**config.mk**
```make
export PLATFORM = sky130hd
export DESIGN_NAME = csr_special_regs
export DESIGN_NICKNAME = d
export VERILOG_FILES = /design/src/csr_pkg.sv /design/src/csr_special_regs.sv
export SDC_FILE = /design/constraint.sdc
export NUM_CORES = 1
export LEC_CHECK = 0
export BUFFER_PORTS_ARGS = -buffer_cell sky130_fd_sc_hd__buf_2
export CORE_MARGIN = 2
export CORE_UTILIZATION = 40
export DETAILED_ROUTE_END_ITERATION = 10
export PLACE_DENSITY = 0.62
export SYNTH_ARGS = -nofsm -noshare
export SYNTH_HDL_FRONTEND = slang
export SYNTH_SLANG_ARGS = --single-unit
export TNS_END_PERCENT = 5
```
**constraint.sdc**
```tcl
create_clock -name clk_i -period 16 [get_ports clk_i]
set_input_delay 1.6 -clock clk_i [delete_from_list [all_inputs] [get_ports clk_i]]
set_output_delay 1.6 -clock clk_i [all_outputs]
set_load 0.02 [all_outputs]
```
**src/csr_pkg.sv**
```systemverilog
package csr_pkg;

  localparam int ADDR_W = 8;

  // word-aligned register offsets
  localparam logic [7:0] OFF_ACT_SP = 8'h00;
  localparam logic [7:0] OFF_MAIN_SP = 8'h04;
  localparam logic [7:0] OFF_PROC_SP = 8'h08;
  localparam logic [7:0] OFF_LR = 8'h0c;
  localparam logic [7:0] OFF_PC = 8'h10;
  localparam logic [7:0] OFF_PSW = 8'h14;
  localparam logic [7:0] OFF_FLAGS = 8'h18;
  localparam logic [7:0] OFF_NUM = 8'h1c;
  localparam logic [7:0] OFF_EXEC = 8'h20;
  localparam logic [7:0] OFF_PMASK = 8'h24;
  localparam logic [7:0] OFF_FMASK = 8'h28;
  localparam logic [7:0] OFF_BPRI = 8'h2c;
  localparam logic [7:0] OFF_CTRL = 8'h30;
  localparam logic [7:0] OFF_MODE = 8'h34;

  // status word field and control bit positions
  localparam int FLAGS_LSB = 27;
  localparam int ITB_LSB = 25;
  localparam int TBIT_POS = 24;
  localparam int ICT_LSB = 10;
  localparam int CTRL_USER = 0;
  localparam int CTRL_SPSEL = 1;

  localparam logic [31:0] PSW_FLAGS_MASK = 32'hf800_0000;
  localparam logic [31:0] PSW_EXEC_MASK = 32'h0700_fc00;
  localparam logic [31:0] PSW_NUM_MASK = 32'h0000_01ff;
  localparam logic [31:0] SP_ALIGN_MASK = 32'hffff_fffc;
  localparam logic [31:0] PC_ALIGN_MASK = 32'hffff_fffe;

  localparam logic [8:0] EXC_THREAD = 9'h000;
  localparam logic [8:0] EXC_NMI = 9'h002;
  localparam logic [8:0] EXC_HARD = 9'h003;
  localparam logic [8:0] EXC_FIRST_IRQ = 9'h010;

  // reset values
  localparam logic [31:0] RST_WORD = 32'h0000_0000;
  localparam logic [1:0] RST_CTRL = 2'h0;
  localparam logic [8:0] RST_BPRI = 9'h000;

  typedef struct packed {
    logic [7:0] addr;
    logic [31:0] wdata;
    logic we;
    logic re;
  } csr_bus_t;

  typedef struct packed {
    logic sp_we;
    logic [31:0] sp;
    logic pc_we;
    logic [31:0] pc;
    logic call;
    logic [31:0] ret_addr;
    logic flags_we;
    logic [4:0] flags;
    logic exc_enter;
    logic exc_return;
    logic [8:0] exc_num;
    logic req_valid;
    logic [8:0] req_num;
    logic [8:0] req_pri;
  } csr_core_t;

  typedef struct packed {
    logic [31:0] main_sp;
    logic [31:0] proc_sp;
    logic [31:0] lr;
    logic [31:0] pc;
    logic [4:0] flags;
    logic [8:0] exc_num;
    logic [5:0] ict;
    logic [1:0] itb;
    logic pmask;
    logic fmask;
    logic [8:0] bpri;
    logic [1:0] ctrl;
    logic saved_spsel;
    logic [31:0] rdata;
    logic fault;
    logic allow;
    logic [31:0] act_sp;
    logic handler;
    logic privileged;
  } csr_state_t;

endpackage : csr_pkg

```
**src/csr_special_regs.sv**
```systemverilog
// Implementation choices: the plain strobed port and the placing of the registers.
`timescale 1ns/1ps
// Operation
// RULE_01: stack pointer banked; process pointer only user thread
// RULE_02: main pointer used in all other cases
// RULE_03: stack pointer low two bits forced zero
// RULE_04: subroutine call stores return address in link
// RULE_05: program counter bit zero forced zero
// RULE_06: status word readable jointly or per part
// RULE_07: condition flags in top five bits
// RULE_08: current exception number in low nine bits
// RULE_09: continuable and if-then state in two ranges
// RULE_10: state bit reads one; clearing raises fault
// RULE_11: mask-all blocks all but nonmaskable, hard fault
// RULE_12: fault-mask blocks everything but nonmaskable
// RULE_13: nonzero threshold blocks equal or higher values; code applies it only to request numbers from EXC_FIRST_IRQ up
// RULE_14: threshold zero disables threshold masking
// RULE_15: control bit zero selects thread privilege
// RULE_16: control bit one selects alternate stack
// RULE_17: stack-select bit zero in handler mode
// RULE_18: handler mode while servicing exception, privileged
// RULE_19: user access to restricted registers faults
// RULE_20: masks and control reset to zero
module csr_special_regs
  import csr_pkg::*;
(
  input wire logic clk_i,
  input wire logic resetn_i,
  input wire csr_bus_t bus_i,
  input wire csr_core_t core_i,
  output logic [31:0] rdata_o,
  output logic fault_o,
  output logic [31:0] active_sp_o,
  output logic [31:0] pc_o,
  output logic [31:0] lr_o,
  output logic [31:0] psw_o,
  output logic handler_o,
  output logic privileged_o,
  output logic req_allowed_o
);

  logic [1:0] rst_sync_reg;
  logic rst_n;
  csr_state_t s_reg;
  csr_state_t s_next;

  always_ff @(posedge clk_i or negedge resetn_i) begin
    if (!resetn_i) begin
      rst_sync_reg <= 2'h0;
    end else begin
      rst_sync_reg <= {rst_sync_reg[0], 1'b1};
    end
  end

  assign rst_n = rst_sync_reg[1];

  function automatic logic [31:0] psw_pack(input csr_state_t s);
    logic [31:0] w;
    w = 32'h0000_0000;
    w[31:FLAGS_LSB] = s.flags; // RULE_07
    w[26:ITB_LSB] = s.itb; // RULE_09
    w[TBIT_POS] = 1'b1; // RULE_10
    w[15:ICT_LSB] = s.ict; // RULE_09
    w[8:0] = s.exc_num; // RULE_08
    return w;
  endfunction : psw_pack

  // process pointer only for user level in thread mode
  function automatic logic use_proc_sp(input logic [8:0] num, input logic [1:0] ctrl);
    return (num == EXC_THREAD) && ctrl[CTRL_USER] && ctrl[CTRL_SPSEL]; // RULE_01 RULE_02
  endfunction : use_proc_sp

  // registers a user-level thread may still touch
  function automatic logic restricted(input logic [7:0] a);
    logic r;
    r = 1'b1;
    if (a == OFF_ACT_SP) begin
      r = 1'b0;
    end else if (a == OFF_PROC_SP) begin
      r = 1'b0;
    end else if (a == OFF_LR) begin
      r = 1'b0;
    end else if (a == OFF_PC) begin
      r = 1'b0;
    end else if (a == OFF_FLAGS) begin
      r = 1'b0;
    end else if (a == OFF_MODE) begin
      r = 1'b0;
    end
    return r;
  endfunction : restricted

  function automatic logic req_ok(input logic [8:0] num, input logic [8:0] pri,
                                  input logic pm, input logic fm, input logic [8:0] bp);
    logic ok;
    ok = 1'b1;
    if (num == EXC_NMI) begin
      ok = 1'b1;
    end else if (fm) begin
      ok = 1'b0; // RULE_12
    end else if (num == EXC_HARD) begin
      ok = 1'b1; // RULE_11
    end else if (pm) begin
      ok = 1'b0; // RULE_11
    end else if ((bp != RST_BPRI) && (num >= EXC_FIRST_IRQ) && (pri >= bp)) begin
      ok = 1'b0; // RULE_13 RULE_14
    end
    return ok;
  endfunction : req_ok

  always_comb begin
    logic handler;
    logic user;
    logic sel_proc;
    logic [31:0] psw;
    logic [31:0] w;
    handler = (s_reg.exc_num != EXC_THREAD); // RULE_18
    user = !handler && s_reg.ctrl[CTRL_USER]; // RULE_15
    sel_proc = use_proc_sp(s_reg.exc_num, s_reg.ctrl);
    psw = psw_pack(s_reg);
    w = bus_i.wdata;
    s_next = s_reg;
    s_next.fault = 1'b0;
    s_next.rdata = RST_WORD;

    // software read, data shown one cycle later
    if (bus_i.re) begin
      if (user && restricted(bus_i.addr)) begin
        s_next.fault = 1'b1; // RULE_19
      end else if (bus_i.addr == OFF_ACT_SP) begin
        s_next.rdata = sel_proc ? s_reg.proc_sp : s_reg.main_sp;
      end else if (bus_i.addr == OFF_MAIN_SP) begin
        s_next.rdata = s_reg.main_sp;
      end else if (bus_i.addr == OFF_PROC_SP) begin
        s_next.rdata = s_reg.proc_sp;
      end else if (bus_i.addr == OFF_LR) begin
        s_next.rdata = s_reg.lr;
      end else if (bus_i.addr == OFF_PC) begin
        s_next.rdata = s_reg.pc;
      end else if (bus_i.addr == OFF_PSW) begin
        s_next.rdata = psw; // RULE_06
      end else if (bus_i.addr == OFF_FLAGS) begin
        s_next.rdata = psw & PSW_FLAGS_MASK; // RULE_06
      end else if (bus_i.addr == OFF_NUM) begin
        s_next.rdata = psw & PSW_NUM_MASK; // RULE_06
      end else if (bus_i.addr == OFF_EXEC) begin
        s_next.rdata = psw & PSW_EXEC_MASK; // RULE_06
      end else if (bus_i.addr == OFF_PMASK) begin
        s_next.rdata = {31'h0000_0000, s_reg.pmask};
      end else if (bus_i.addr == OFF_FMASK) begin
        s_next.rdata = {31'h0000_0000, s_reg.fmask};
      end else if (bus_i.addr == OFF_BPRI) begin
        s_next.rdata = {23'h00_0000, s_reg.bpri};
      end else if (bus_i.addr == OFF_CTRL) begin
        s_next.rdata = {30'h0000_0000, s_reg.ctrl};
      end else if (bus_i.addr == OFF_MODE) begin
        s_next.rdata = {30'h0000_0000, !user, handler};
      end
    end

    // software write
    if (bus_i.we) begin
      if (user && restricted(bus_i.addr)) begin
        s_next.fault = 1'b1; // RULE_19
      end else if (bus_i.addr == OFF_ACT_SP) begin
        if (sel_proc) begin
          s_next.proc_sp = w & SP_ALIGN_MASK; // RULE_03
        end else begin
          s_next.main_sp = w & SP_ALIGN_MASK; // RULE_03
        end
      end else if (bus_i.addr == OFF_MAIN_SP) begin
        s_next.main_sp = w & SP_ALIGN_MASK; // RULE_03
      end else if (bus_i.addr == OFF_PROC_SP) begin
        s_next.proc_sp = w & SP_ALIGN_MASK; // RULE_03
      end else if (bus_i.addr == OFF_LR) begin
        s_next.lr = w;
      end else if (bus_i.addr == OFF_PC) begin
        s_next.pc = w & PC_ALIGN_MASK; // RULE_05
      end else if (bus_i.addr == OFF_FLAGS) begin
        s_next.flags = w[31:FLAGS_LSB]; // RULE_07
      end else if ((bus_i.addr == OFF_PSW) || (bus_i.addr == OFF_EXEC)) begin
        if (bus_i.addr == OFF_PSW) begin
          s_next.flags = w[31:FLAGS_LSB]; // RULE_06
        end
        // a cleared state bit rejects the whole execution part
        if (!w[TBIT_POS]) begin
          s_next.fault = 1'b1; // RULE_10
        end else begin
          s_next.itb = w[26:ITB_LSB]; // RULE_09
          s_next.ict = w[15:ICT_LSB]; // RULE_09
        end
      end else if (bus_i.addr == OFF_PMASK) begin
        s_next.pmask = w[0];
      end else if (bus_i.addr == OFF_FMASK) begin
        s_next.fmask = w[0];
      end else if (bus_i.addr == OFF_BPRI) begin
        s_next.bpri = w[8:0];
      end else if (bus_i.addr == OFF_CTRL) begin
        s_next.ctrl[CTRL_USER] = w[CTRL_USER]; // RULE_15
        s_next.ctrl[CTRL_SPSEL] = handler ? 1'b0 : w[CTRL_SPSEL]; // RULE_16 RULE_17
      end
    end

    // core updates take precedence over software writes
    if (core_i.sp_we) begin
      if (sel_proc) begin
        s_next.proc_sp = core_i.sp & SP_ALIGN_MASK; // RULE_03
      end else begin
        s_next.main_sp = core_i.sp & SP_ALIGN_MASK; // RULE_03
      end
    end
    if (core_i.pc_we) begin
      s_next.pc = core_i.pc & PC_ALIGN_MASK; // RULE_05
    end
    if (core_i.call) begin
      s_next.lr = core_i.ret_addr; // RULE_04
    end
    if (core_i.flags_we) begin
      s_next.flags = core_i.flags; // RULE_07
    end

    // exception entry and return; stack select held aside while in handler
    if (core_i.exc_enter && (core_i.exc_num != EXC_THREAD)) begin
      if (!handler) begin
        s_next.saved_spsel = s_next.ctrl[CTRL_SPSEL];
      end
      s_next.exc_num = core_i.exc_num; // RULE_08 RULE_18
      s_next.ctrl[CTRL_SPSEL] = 1'b0; // RULE_17
    end else if (core_i.exc_return) begin
      s_next.exc_num = core_i.exc_num; // RULE_18
      if (core_i.exc_num == EXC_THREAD) begin
        s_next.ctrl[CTRL_SPSEL] = s_reg.saved_spsel; // RULE_16
      end else begin
        s_next.ctrl[CTRL_SPSEL] = 1'b0; // RULE_17
      end
    end

    // masking judged on current masks, one cycle of latency
    s_next.allow = core_i.req_valid &&
                   req_ok(core_i.req_num, core_i.req_pri, s_reg.pmask, s_reg.fmask, s_reg.bpri);

    s_next.handler = (s_next.exc_num != EXC_THREAD); // RULE_18
    s_next.privileged = s_next.handler || !s_next.ctrl[CTRL_USER]; // RULE_15 RULE_18
    s_next.act_sp = use_proc_sp(s_next.exc_num, s_next.ctrl) ? s_next.proc_sp :
                    s_next.main_sp; // RULE_01
  end

  always_ff @(posedge clk_i or negedge rst_n) begin
    if (!rst_n) begin
      s_reg.main_sp <= RST_WORD;
      s_reg.proc_sp <= RST_WORD;
      s_reg.lr <= RST_WORD;
      s_reg.pc <= RST_WORD;
      s_reg.flags <= 5'h00;
      s_reg.exc_num <= EXC_THREAD;
      s_reg.ict <= 6'h00;
      s_reg.itb <= 2'h0;
      s_reg.pmask <= 1'b0; // RULE_20
      s_reg.fmask <= 1'b0; // RULE_20
      s_reg.bpri <= RST_BPRI; // RULE_20
      s_reg.ctrl <= RST_CTRL; // RULE_20
      s_reg.saved_spsel <= 1'b0;
      s_reg.rdata <= RST_WORD;
      s_reg.fault <= 1'b0;
      s_reg.allow <= 1'b0;
      s_reg.act_sp <= RST_WORD;
      s_reg.handler <= 1'b0;
      s_reg.privileged <= 1'b1;
    end else begin
      s_reg <= s_next;
    end
  end

  assign rdata_o = s_reg.rdata;
  assign fault_o = s_reg.fault;
  assign active_sp_o = s_reg.act_sp;
  assign pc_o = s_reg.pc;
  assign lr_o = s_reg.lr;
  assign handler_o = s_reg.handler;
  assign privileged_o = s_reg.privileged;
  assign req_allowed_o = s_reg.allow;

  // status word built from flops only; the pack is plain wiring
  assign psw_o = psw_pack(s_reg);

endmodule : csr_special_regs

```
==> metrics.log, run 1 <==
[metrics] Crit-path slowest cell: a21oi_4
[metrics] starting utilization of the core area: 40.6%
[metrics] Post-synth EDFFs: 0
[metrics] simple-gate area share of the yosys netlist: 14.8%
[metrics] Post-Synthesis Cell Area: 13,200 µm²
[metrics] Reg2Reg Depth: 8
[metrics] clock root buffer: clkbuf_16
[metrics] number of global-route vias before repair: 10.7k
[metrics] largest family of logic cells by synthesized area: compound AO/OA/AOI/OAI gates
[metrics] multiplexer area fraction after synthesis: 9.25%
[metrics] compound-gate portion of the synthesized area: 17.9%
[metrics] floorplan core area: 32,500 µm²
[metrics] critical path capture point type: register
[metrics] final core occ: 45.9%
[metrics] number of pins exceeding their max-slew limit in the final report: 0
[metrics] Clock Sink Count: 233
[metrics] half-perimeter wire length after placement: 30,000 µm
[metrics] transition time of the tightest slew-check pin: 1.22 ns
[metrics] outcome: finished, final reports clean
[metrics] Detail Route Antenna Nets: 0
[metrics] cell accounting for the most synthesized area: dfrtp_1
[metrics] detailed-routing iteration count for the pre-antenna-repair pass: 5
[metrics] static leakage: 0.00713 µW
[metrics] CP arrival: 5.63 ns
[metrics] die area: 34,500 µm²
[metrics] critical path peak fanout: 40
[metrics] footprint of the multi-input gates: 5770 µm²
[metrics] number of clock buffers inserted by TritonCTS: 27
[metrics] total power of the final layout: 1490 µW
[metrics] width of the die: 186 µm
[metrics] highest clock rate: 192 MHz
[metrics] Power per Cell Area: 99.9 nW/µm²
[metrics] FILL cells: 3,257
[metrics] DRC violation total after the first TritonRoute iteration: 757
[metrics] share of async-settable or async-resettable flops after synthesis: 100%
[metrics] synthesized netlist cell count: 1,400
[metrics] area delta synth->final: 13.0%
[metrics] wire length per cell after detailed routing: 21.7 µm
[metrics] number of buffers inserted to repair setup after CTS: 0
[metrics] endpoints failing hold: 0
[metrics] class of the tightest hold or removal check: register to async pin
[metrics] Final Instance Area: 14,900 µm²
[metrics] nets: 1,726
[metrics] launch point of the worst reg-to-reg path: psw_o[7]$_DFF_PN0_
[metrics] Die Y: 186 µm
[metrics] min cycle time layout: 5.22 ns
[metrics] capturing element of the worst setup path: psw_o[15]$_DFFE_PN0P_
[metrics] register bit count reported by yosys: 233
[metrics] xor and xnor fraction of the mapped netlist area: 0%
[metrics] post-CTS clock slew at the launch and capture registers of the worst setup and hold paths: 0.06 ns
[metrics] slack of the worst reg-to-reg path: 12.25 ns
[metrics] post-route clock skew: 0.0188 ns
[metrics] sequential cell area: 5840 µm²
[metrics] I/O pins: 343
[metrics] critical path startpoint category: input port
[metrics] Port Buffers: 328
[metrics] routed via count: 11.1k
[metrics] DRC violation count after routing: 0
[metrics] final estimated routing congestion in global placement: 0.838
[metrics] PostCTS Resize Cnt: 0
[metrics] unrepaired setup endpoints after global routing: false
[metrics] overall routing resource usage: 24.6%
[metrics] ys flop type: dfrtp_1
[metrics] Detailed Route WL: 43,500 µm
[metrics] residual overflow from global routing: 0
[metrics] post-synth cell types: 68
[metrics] total number of cells along the worst setup path: 9
[metrics] gate family responsible for the most delay along the worst path: compound AO/OA/AOI/OAI gates
[metrics] cts-stage hold buffer count: 0
[metrics] CP peak stage delay: 0.76 ns
[metrics] maximum root-to-sink buffer count: 3
[metrics] number of antenna violations at the first check in global routing: 11
[metrics] Final period util: 32.6%
[metrics] fraction of the mapped netlist area in adder cells: 0.852%
[metrics] launching instance or port of the critical path: bus_i[36]
[metrics] dpl cell area: 14,000 µm²
[metrics] proportion of layout cells with a drive suffix above 1: 31.6%
[metrics] max-slew headroom at the worst pin: 18.3%
[metrics] pin count of the biggest net entering global routing: 75
[metrics] worst path bufs/invs: 2
[metrics] required time reported for the critical path endpoint: 16.41 ns
[metrics] cell types occupying the most area after synthesis: dfrtp_1 (44%), buf_4 (9.1%), nand2_1 (5.0%)
[metrics] H-Tree Level Count: 1
[metrics] setup_tns: 0 ns
[metrics] post-detailed-route via-to-cell ratio: 5.51
[metrics] number of warnings reported in the yosys synthesis log: 0
[metrics] r2r endpoint: psw_o[15]$_DFFE_PN0P_
[metrics] minimum hold slack: 0.305 ns
[metrics] max reg flops: 78
[metrics] number of core rows: 66
[metrics] CTS tree: yes
[metrics] worst setup path class: input port to register
[metrics] Setup violations, final: 0
[metrics] worst skew pair latency: 0.54 ns
[metrics] fraction of synthesized cell area taken by the top area cell type: 43.9%
[metrics] cells along the critical path: buf_2, nor2b_2, nand3_1, a21oi_4, o21ai_1, a21oi_4, buf_4, nand3_1, mux2_2
[metrics] worst supply voltage drop on vdd: 68.0 µV
[metrics] Post-Syn Area per Cell: 9.44 µm²
[metrics] reported max-cap violation count: 0
[metrics] part of the Yosys area used for sequential elements: 44.1%
[metrics] wire length of the first global-routing pass: 64,300 µm
## logic make-up (layout without fill, tap and decap cells)
logic type	count (synthesis)	in the layout
AOI/OAI and AO/OA	377	377
adders and majority gates	9	9
buffers and inverters	265	411
DFF	233	233
muxes	103	103
other	2	20
and+or+nand+nor	411	411
## layer usage
layer / wire (µm) / up-vias / GRT usage (%) / share of wire, %
met3: 3930 / 90 / 6.36 / 9.0
met5: 45 / - / 0 / 0.10
met4: 1400 / 8 / 9.35 / 3.2
li1: - / 5059 / - / -
met1: 18400 / 5387 / 33.1 / 42
met2: 19700 / 514 / 38.1 / 45
## report_power, final
group,internal [µW],switching (µW),leakage (µW),total [µW]
Combinational,81.0,133,0.00377,214
Clock,369,245,0.000443,615
Sequential,628,33.4,0.00292,662
## cell type report
class | instances | area share, %
Antenna cell | 8 | 0.134
Inverter | 15 | 0.377
Tap cell | 442 | 3.70
Sequential cell | 233 | 39.1
Multi-Input combinational cell | 912 | 38.7
Timing Repair Buffer | 349 | 12.1
Clock inverter | 7 | 0.444
Clock buffer | 40 | 5.52
## worst min-delay path by stage
stage | cells after the start | endpoint | startpoint
floorplan | 0 | rst_sync_reg[1]$_DFF_PN0_ | rst_sync_reg[0]$_DFF_PN0_
global placement | 0 | active_sp_o[27]$_DFF_PN0_ | rst_sync_reg[1]$_DFF_PN0_
detailed placement | 0 | lr_o[27]$_DFFE_PN0P_ | rst_sync_reg[1]$_DFF_PN0_
CTS | 0 | active_sp_o[29]$_DFF_PN0_ | rst_sync_reg[1]$_DFF_PN0_
global route | 0 | s_reg[195]$_DFF_PN0_ | rst_sync_reg[1]$_DFF_PN0_
finish | 0 | active_sp_o[29]$_DFF_PN0_ | rst_sync_reg[1]$_DFF_PN0_
## through the flow
stage | setup WS, ns | std cells
4_1_cts | 10.89 | 1998
3_3_place_gp | 10.34 | 1951
5_1_grt | 10.64 | 2004
2_1_floorplan | 9.03 | 1410
6_report | 10.78 | 2006
3_5_place_dp | 10.33 | 1951
## worst register-to-register path, stage by stage, from the launching register on
cell	delay, ns
dfrtp_1	0.51
nor3_1	0.15
and3_4	0.23
nand2_4	0.15
o21ai_1	0.16
a21oi_4	0.76
buf_4	0.59
nand3_1	0.60
mux2_2	0.48
## cells in the mapped netlist (3+ instances only)
master    number
buf_6          8
nand2b_1       6
and3_1         8
mux2_4        30
nor2b_1       63
buf_4        160
buf_2         14
a22o_1         3
inv_1         15
ha_1           9
and2_1         7
clkbuf_1      57
a22oi_1        4
nor3_1        12
dfrtp_1      232
mux2_2        33
a21o_1         3
a221o_1       20
o221ai_1       3
a221oi_1       7
a211oi_1      12
a32oi_1        3
o21ai_0      103
buf_12         3
buf_1          8
nand4_1        6
o21ai_1        4
mux2i_1       40
a21oi_1       80
a21boi_0       3
a31oi_1       99
o22ai_1       16
nand3_1        9
nor2_1       100
nand2_1      175
## cell usage in the layout (no fill, tap or decap), types with 4 or more instances in the layout
cell type / n
clkbuf_16: 27
nor2_1: 98
and2_1: 7
a211oi_1: 12
diode_2: 8
ha_1: 9
nor2b_1: 63
buf_4: 21
o21ai_0: 103
buf_2: 328
inv_1: 15
clkbuf_8: 10
mux2_2: 33
a31oi_1: 99
dfrtp_1: 231
nand4_1: 6
and3_1: 6
o22ai_1: 16
clkinv_2: 4
mux2_4: 30
a221o_1: 20
a221oi_1: 7
nand2b_1: 6
nand2_1: 174
nand3_1: 9
conb_1: 12
a21oi_1: 78
a22oi_1: 4
nor3_1: 11
mux2i_1: 40
Power figures use the tool's default switching activity.
==> run 2: changes to the inputs <==
ABC_AREA = 1   (was unset)
clock period = 5.4 ns   (was 16 ns; I/O delays follow)
==> run 2 against run 1 <==
Count of clock-buffer cells in the layout down 3. Die area increased by 1.6%. Setup slack worse by 8.7 ns. Utilization decreased by 0.36 points. Clock skew down 0.0060 ns. First-iteration DRC count increased by 66%. Global-route usage increased by 4.2 points. Power grew to 3.0 times the previous value. Non-clock buffer count down 7. Via count increased by 15%.
==> metrics.log, run 2 <==
[metrics] launch point of the worst reg-to-reg path: psw_o[0]$_DFF_PN0_
[metrics] detailed-routing iteration count for the pre-antenna-repair pass: 9 (+4)
[metrics] number of clock buffers inserted by TritonCTS: 27 (unchanged)
[metrics] width of the die: 187 µm (+0.80%)
[metrics] I/O pins: 343 (unchanged)
[metrics] critical path capture point type: register
[metrics] area delta synth->final: 12.8%
[metrics] Max Used Layer: met5
[metrics] number of pins exceeding their max-slew limit in the final report: 0 (unchanged)
[metrics] floorplan core area: 33,300 µm² (+2.3%)
[metrics] number of global-route vias before repair: 12.2k (+13%)
[metrics] final estimated routing congestion in global placement: 0.905 (+8.0%)
[metrics] portion of total power attributed to combinational logic: 15.4% (+1.0 points)
[metrics] proportion of layout cells with a drive suffix above 1: 23.3% (-8.2 points)
[metrics] post-route clock skew: 0.0128 ns (-0.00599 ns)
[metrics] FILL cells: 3,460 (+6.2%)
[metrics] nets: 2,100 (+22%)
[metrics] starting utilization of the core area: 40.4% (-0.25 points)
[metrics] part of the Yosys area used for sequential elements: 43.4% (-0.72 points)
[metrics] Clock Sink Count: 233 (unchanged)
[metrics] Final period util: 61.3%
[metrics] CP arrival: 3.77 ns (-1.86 ns)
[metrics] routed via count: 12.7k (+15%)
[metrics] Port Buffers: 328 (unchanged)
[metrics] DRC violation count after routing: 0 (unchanged)
[metrics] highest clock rate: 302 MHz
[metrics] Post-Synthesis Cell Area: 13,400 µm² (+1.6%)
[metrics] worst supply voltage drop on vdd: 216 µV (+220%)
[metrics] clock root buffer: clkbuf_16
[metrics] Detail Route Antenna Nets: 0 (unchanged)
[metrics] class of the tightest hold or removal check: input port to register
[metrics] static leakage: 0.00800 µW (+12%)
[metrics] gate family responsible for the most delay along the worst path: buffers and inverters
[metrics] outcome: finished, final reports clean
[metrics] ys flop type: dfrtp_1
[metrics] launch point of the worst hold path: core_i[39]
[metrics] PostCTS Resize Cnt: 0 (unchanged)
[metrics] leading cell types in the layout, fill and taps excluded: nand2_1 (569), buf_2 (328), dfrtp_1 (231)
[metrics] CP peak stage delay: 0.78 ns (+0.02 ns)
[metrics] half-perimeter wire length after placement: 36,100 µm (+20%)
[metrics] Detailed Route WL: 51,100 µm (+18%)
[metrics] cell accounting for the most synthesized area: dfrtp_1
[metrics] Post-Syn Area per Cell: 7.62 µm² (-19%)
[metrics] slack of the worst reg-to-reg path: 2.11 ns (-10.14 ns)
[metrics] endpoints failing hold: 0 (unchanged)
[metrics] wire length per cell after detailed routing: 21.5 µm (-0.96%)
[metrics] fraction of synthesized cell area taken by the top area cell type: 43.2% (-0.71 points)
[metrics] critical path startpoint category: input port
[metrics] synthesized netlist cell count: 1,763 (+26%)
[metrics] number of warnings reported in the yosys synthesis log: 0 (unchanged)
[metrics] required time reported for the critical path endpoint: 5.86 ns (-10.55 ns)
[metrics] wire length of the first global-routing pass: 76,200 µm (+19%)
[metrics] pin count of the biggest net entering global routing: 162 (+120%)
[metrics] share of async-settable or async-resettable flops after synthesis: 100% (unchanged)
[metrics] cell types occupying the most area after synthesis: dfrtp_1 (43%), nand2_1 (16%), buf_4 (9.0%)
[metrics] H-Tree Level Count: 1 (unchanged)
[metrics] unrepaired setup endpoints after global routing: false
[metrics] part of the total power dissipated in sequential elements: 43.3% (-1.1 points)
[metrics] r2r endpoint: active_sp_o[25]$_DFF_PN0_
[metrics] worst path bufs/invs: 3 (+1)
[metrics] Post-synth EDFFs: 0 (unchanged)
[metrics] min cycle time layout: 3.31 ns
[metrics] overall routing resource usage: 28.8% (+4.2 points)
[metrics] reported max-cap violation count: 0 (unchanged)
[metrics] setup_tns: 0 ns (unchanged)
[metrics] DRC violation total after the first TritonRoute iteration: 1,260 (+66%)
[metrics] Switching Share: 29.4% (+1.8 points)
[metrics] final core occ: 45.5% (-0.36 points)
[metrics] CTS tree: yes
[metrics] wire length on met1: 20,800 µm (+13%)
[metrics] critical path peak fanout: 19 (-53%)
[metrics] post-detailed-route via-to-cell ratio: 5.34 (-3.1%)
[metrics] cells along the critical path: buf_2, clkinv_1, a21oi_1, nand3_1, buf_4, o211ai_1
[metrics] number of core rows: 67 (+1.5%)
[metrics] Psw: 1330 µW (+220%)
[metrics] Setup violations, final: 0 (unchanged)
[metrics] register bit count reported by yosys: 233 (unchanged)
[metrics] number of antenna violations at the first check in global routing: 4 (-7)
[metrics] Die Y: 187 µm (+0.80%)
[metrics] Power per Cell Area: 299 nW/µm² (+200%)
[metrics] residual overflow from global routing: 0 (unchanged)
[metrics] commonest non-fill, non-tap cell in the layout: nand2_1
[metrics] top cell types by occurrence after synthesis: nand2_1 (569), dfrtp_1 (232), buf_4 (161)
[metrics] post-CTS clock slew at the launch and capture registers of the worst setup and hold paths: 0.06 ns (about the same)
[metrics] hold path depth: 3
[metrics] met3 layer wire length in the routed design: 4410 µm (+12%)
[metrics] internal portion of total power: 3200 µW (+200%)
[metrics] maximum root-to-sink buffer count: 3 (unchanged)
[metrics] max reg flops: 78 (unchanged)
[metrics] transition time of the tightest slew-check pin: 1.19 ns (-0.0315 ns)
[metrics] die area: 35,100 µm² (+1.6%)
[metrics] most numerous cell in the Yosys netlist: nand2_1
[metrics] Crit-path slowest cell: nand3_1
[metrics] worst setup path class: input port to register
[metrics] hold-critical path endpoint: lr_o[3]$_DFFE_PN0P_
[metrics] worst skew pair latency: 0.54 ns (about the same)
[metrics] max-slew headroom at the worst pin: 20.5% (+2.2 points)
[metrics] Reg2Reg Depth: 12 (+4)
[metrics] post-synth cell types: 49 (-28%)
[metrics] Met2 Routed Length: 23,500 µm (+19%)
[metrics] part of the power in the clock network: 41.3% (about the same)
## run 2: changes by cell type in the layout (fill, tap and decap cells not counted), moves of 33 or more
| cell | change |
|---|---|
| inv_1 | +143 |
| nand2_1 | +395 |
| nor2b_1 | -63 |
| mux2i_1 | -39 |
| a31oi_1 | -85 |
| mux2_2 | -33 |
| o211ai_1 | +44 |
| nand3_1 | +91 |
## run 2: kinds of logic after synthesis
family          Yosys count  synth area share [%]
simple gates            829                  25.8
flops                   233                  43.4
fa+ha+maj                 9                 0.838
buf+inv                 407                  16.5
other cells               2                0.0559
compound gates          282                  13.3
mux                       1                0.0745
## run 2: cell type report
class	count	area, µm²	area share (%)
Antenna cell	2	5.00	0.0330
Clock buffer	37	783	5.17
Clock inverter	12	110	0.727
Inverter	175	662	4.37
Multi-Input combinational cell	1133	5430	35.8
Sequential cell	233	5840	38.5
Tap cell	448	561	3.70
Timing Repair Buffer	342	1760	11.6
## run 2: worst max path at each step
stage / startpoint / end / slack, ns / cells after the start
6_report: bus_i[1] / lr_o[31]$_DFFE_PN0P_ / 2.09 / 6
2_1_floorplan: rst_sync_reg[1]$_DFF_PN0_ / active_sp_o[0]$_DFF_PN0_ / 1.57 / 0
4_1_cts: bus_i[1] / lr_o[31]$_DFFE_PN0P_ / 2.17 / 6
3_3_place_gp: bus_i[35] / active_sp_o[25]$_DFF_PN0_ / 1.63 / 14
5_1_grt: bus_i[35] / active_sp_o[14]$_DFF_PN0_ / 1.91 / 14
3_5_place_dp: bus_i[1] / lr_o[31]$_DFFE_PN0P_ / 1.62 / 6
## run 2: power by group through the flow
stage               sequential, µW  combinational, µW  clock (µW)
floorplan                     1980                509           0
global placement              1990                687           0
detailed placement            1990                694           0
CTS                           1960                697        1890
global route                  1980                764        1950
finish                        1960                697        1870
## run 2: per-stage QoR
stage	instances	power, µW	hold slack, ns	worst slack (ns)	instance area [µm²]
2_1_floorplan	1773	2490	0.244	1.57	13500
3_3_place_gp	2330	2680	0.328	1.63	14200
3_5_place_dp	2330	2680	0.331	1.62	14200
4_1_cts	2380	4550	0.198	2.17	15100
5_1_grt	2381	4690	0.228	1.91	15100
6_report	2382	4530	0.213	2.09	15100
## run 2: timing repair
| item | 4_1_cts | 5_1_grt |
|---|---|---|
| hold buffers | 1 | 0 |
| endpoints found under the hold margin | 2 | 0 |
| buffers inserted | 0 | 0 |
## run 2: tightest hold or removal path: stages
cell and delay, ns:
buf_2 0.08, nand2_1 0.04, nand3_1 0.06
## run 2: metal layers
metal | global-route usage [%] | vias to the layer above
met3 | 4.69 | 117
met2 | 46.8 | 698
li1 | - | 5838
met4 | 11.8 | 6
met5 | 0 | -
met1 | 38.2 | 6066
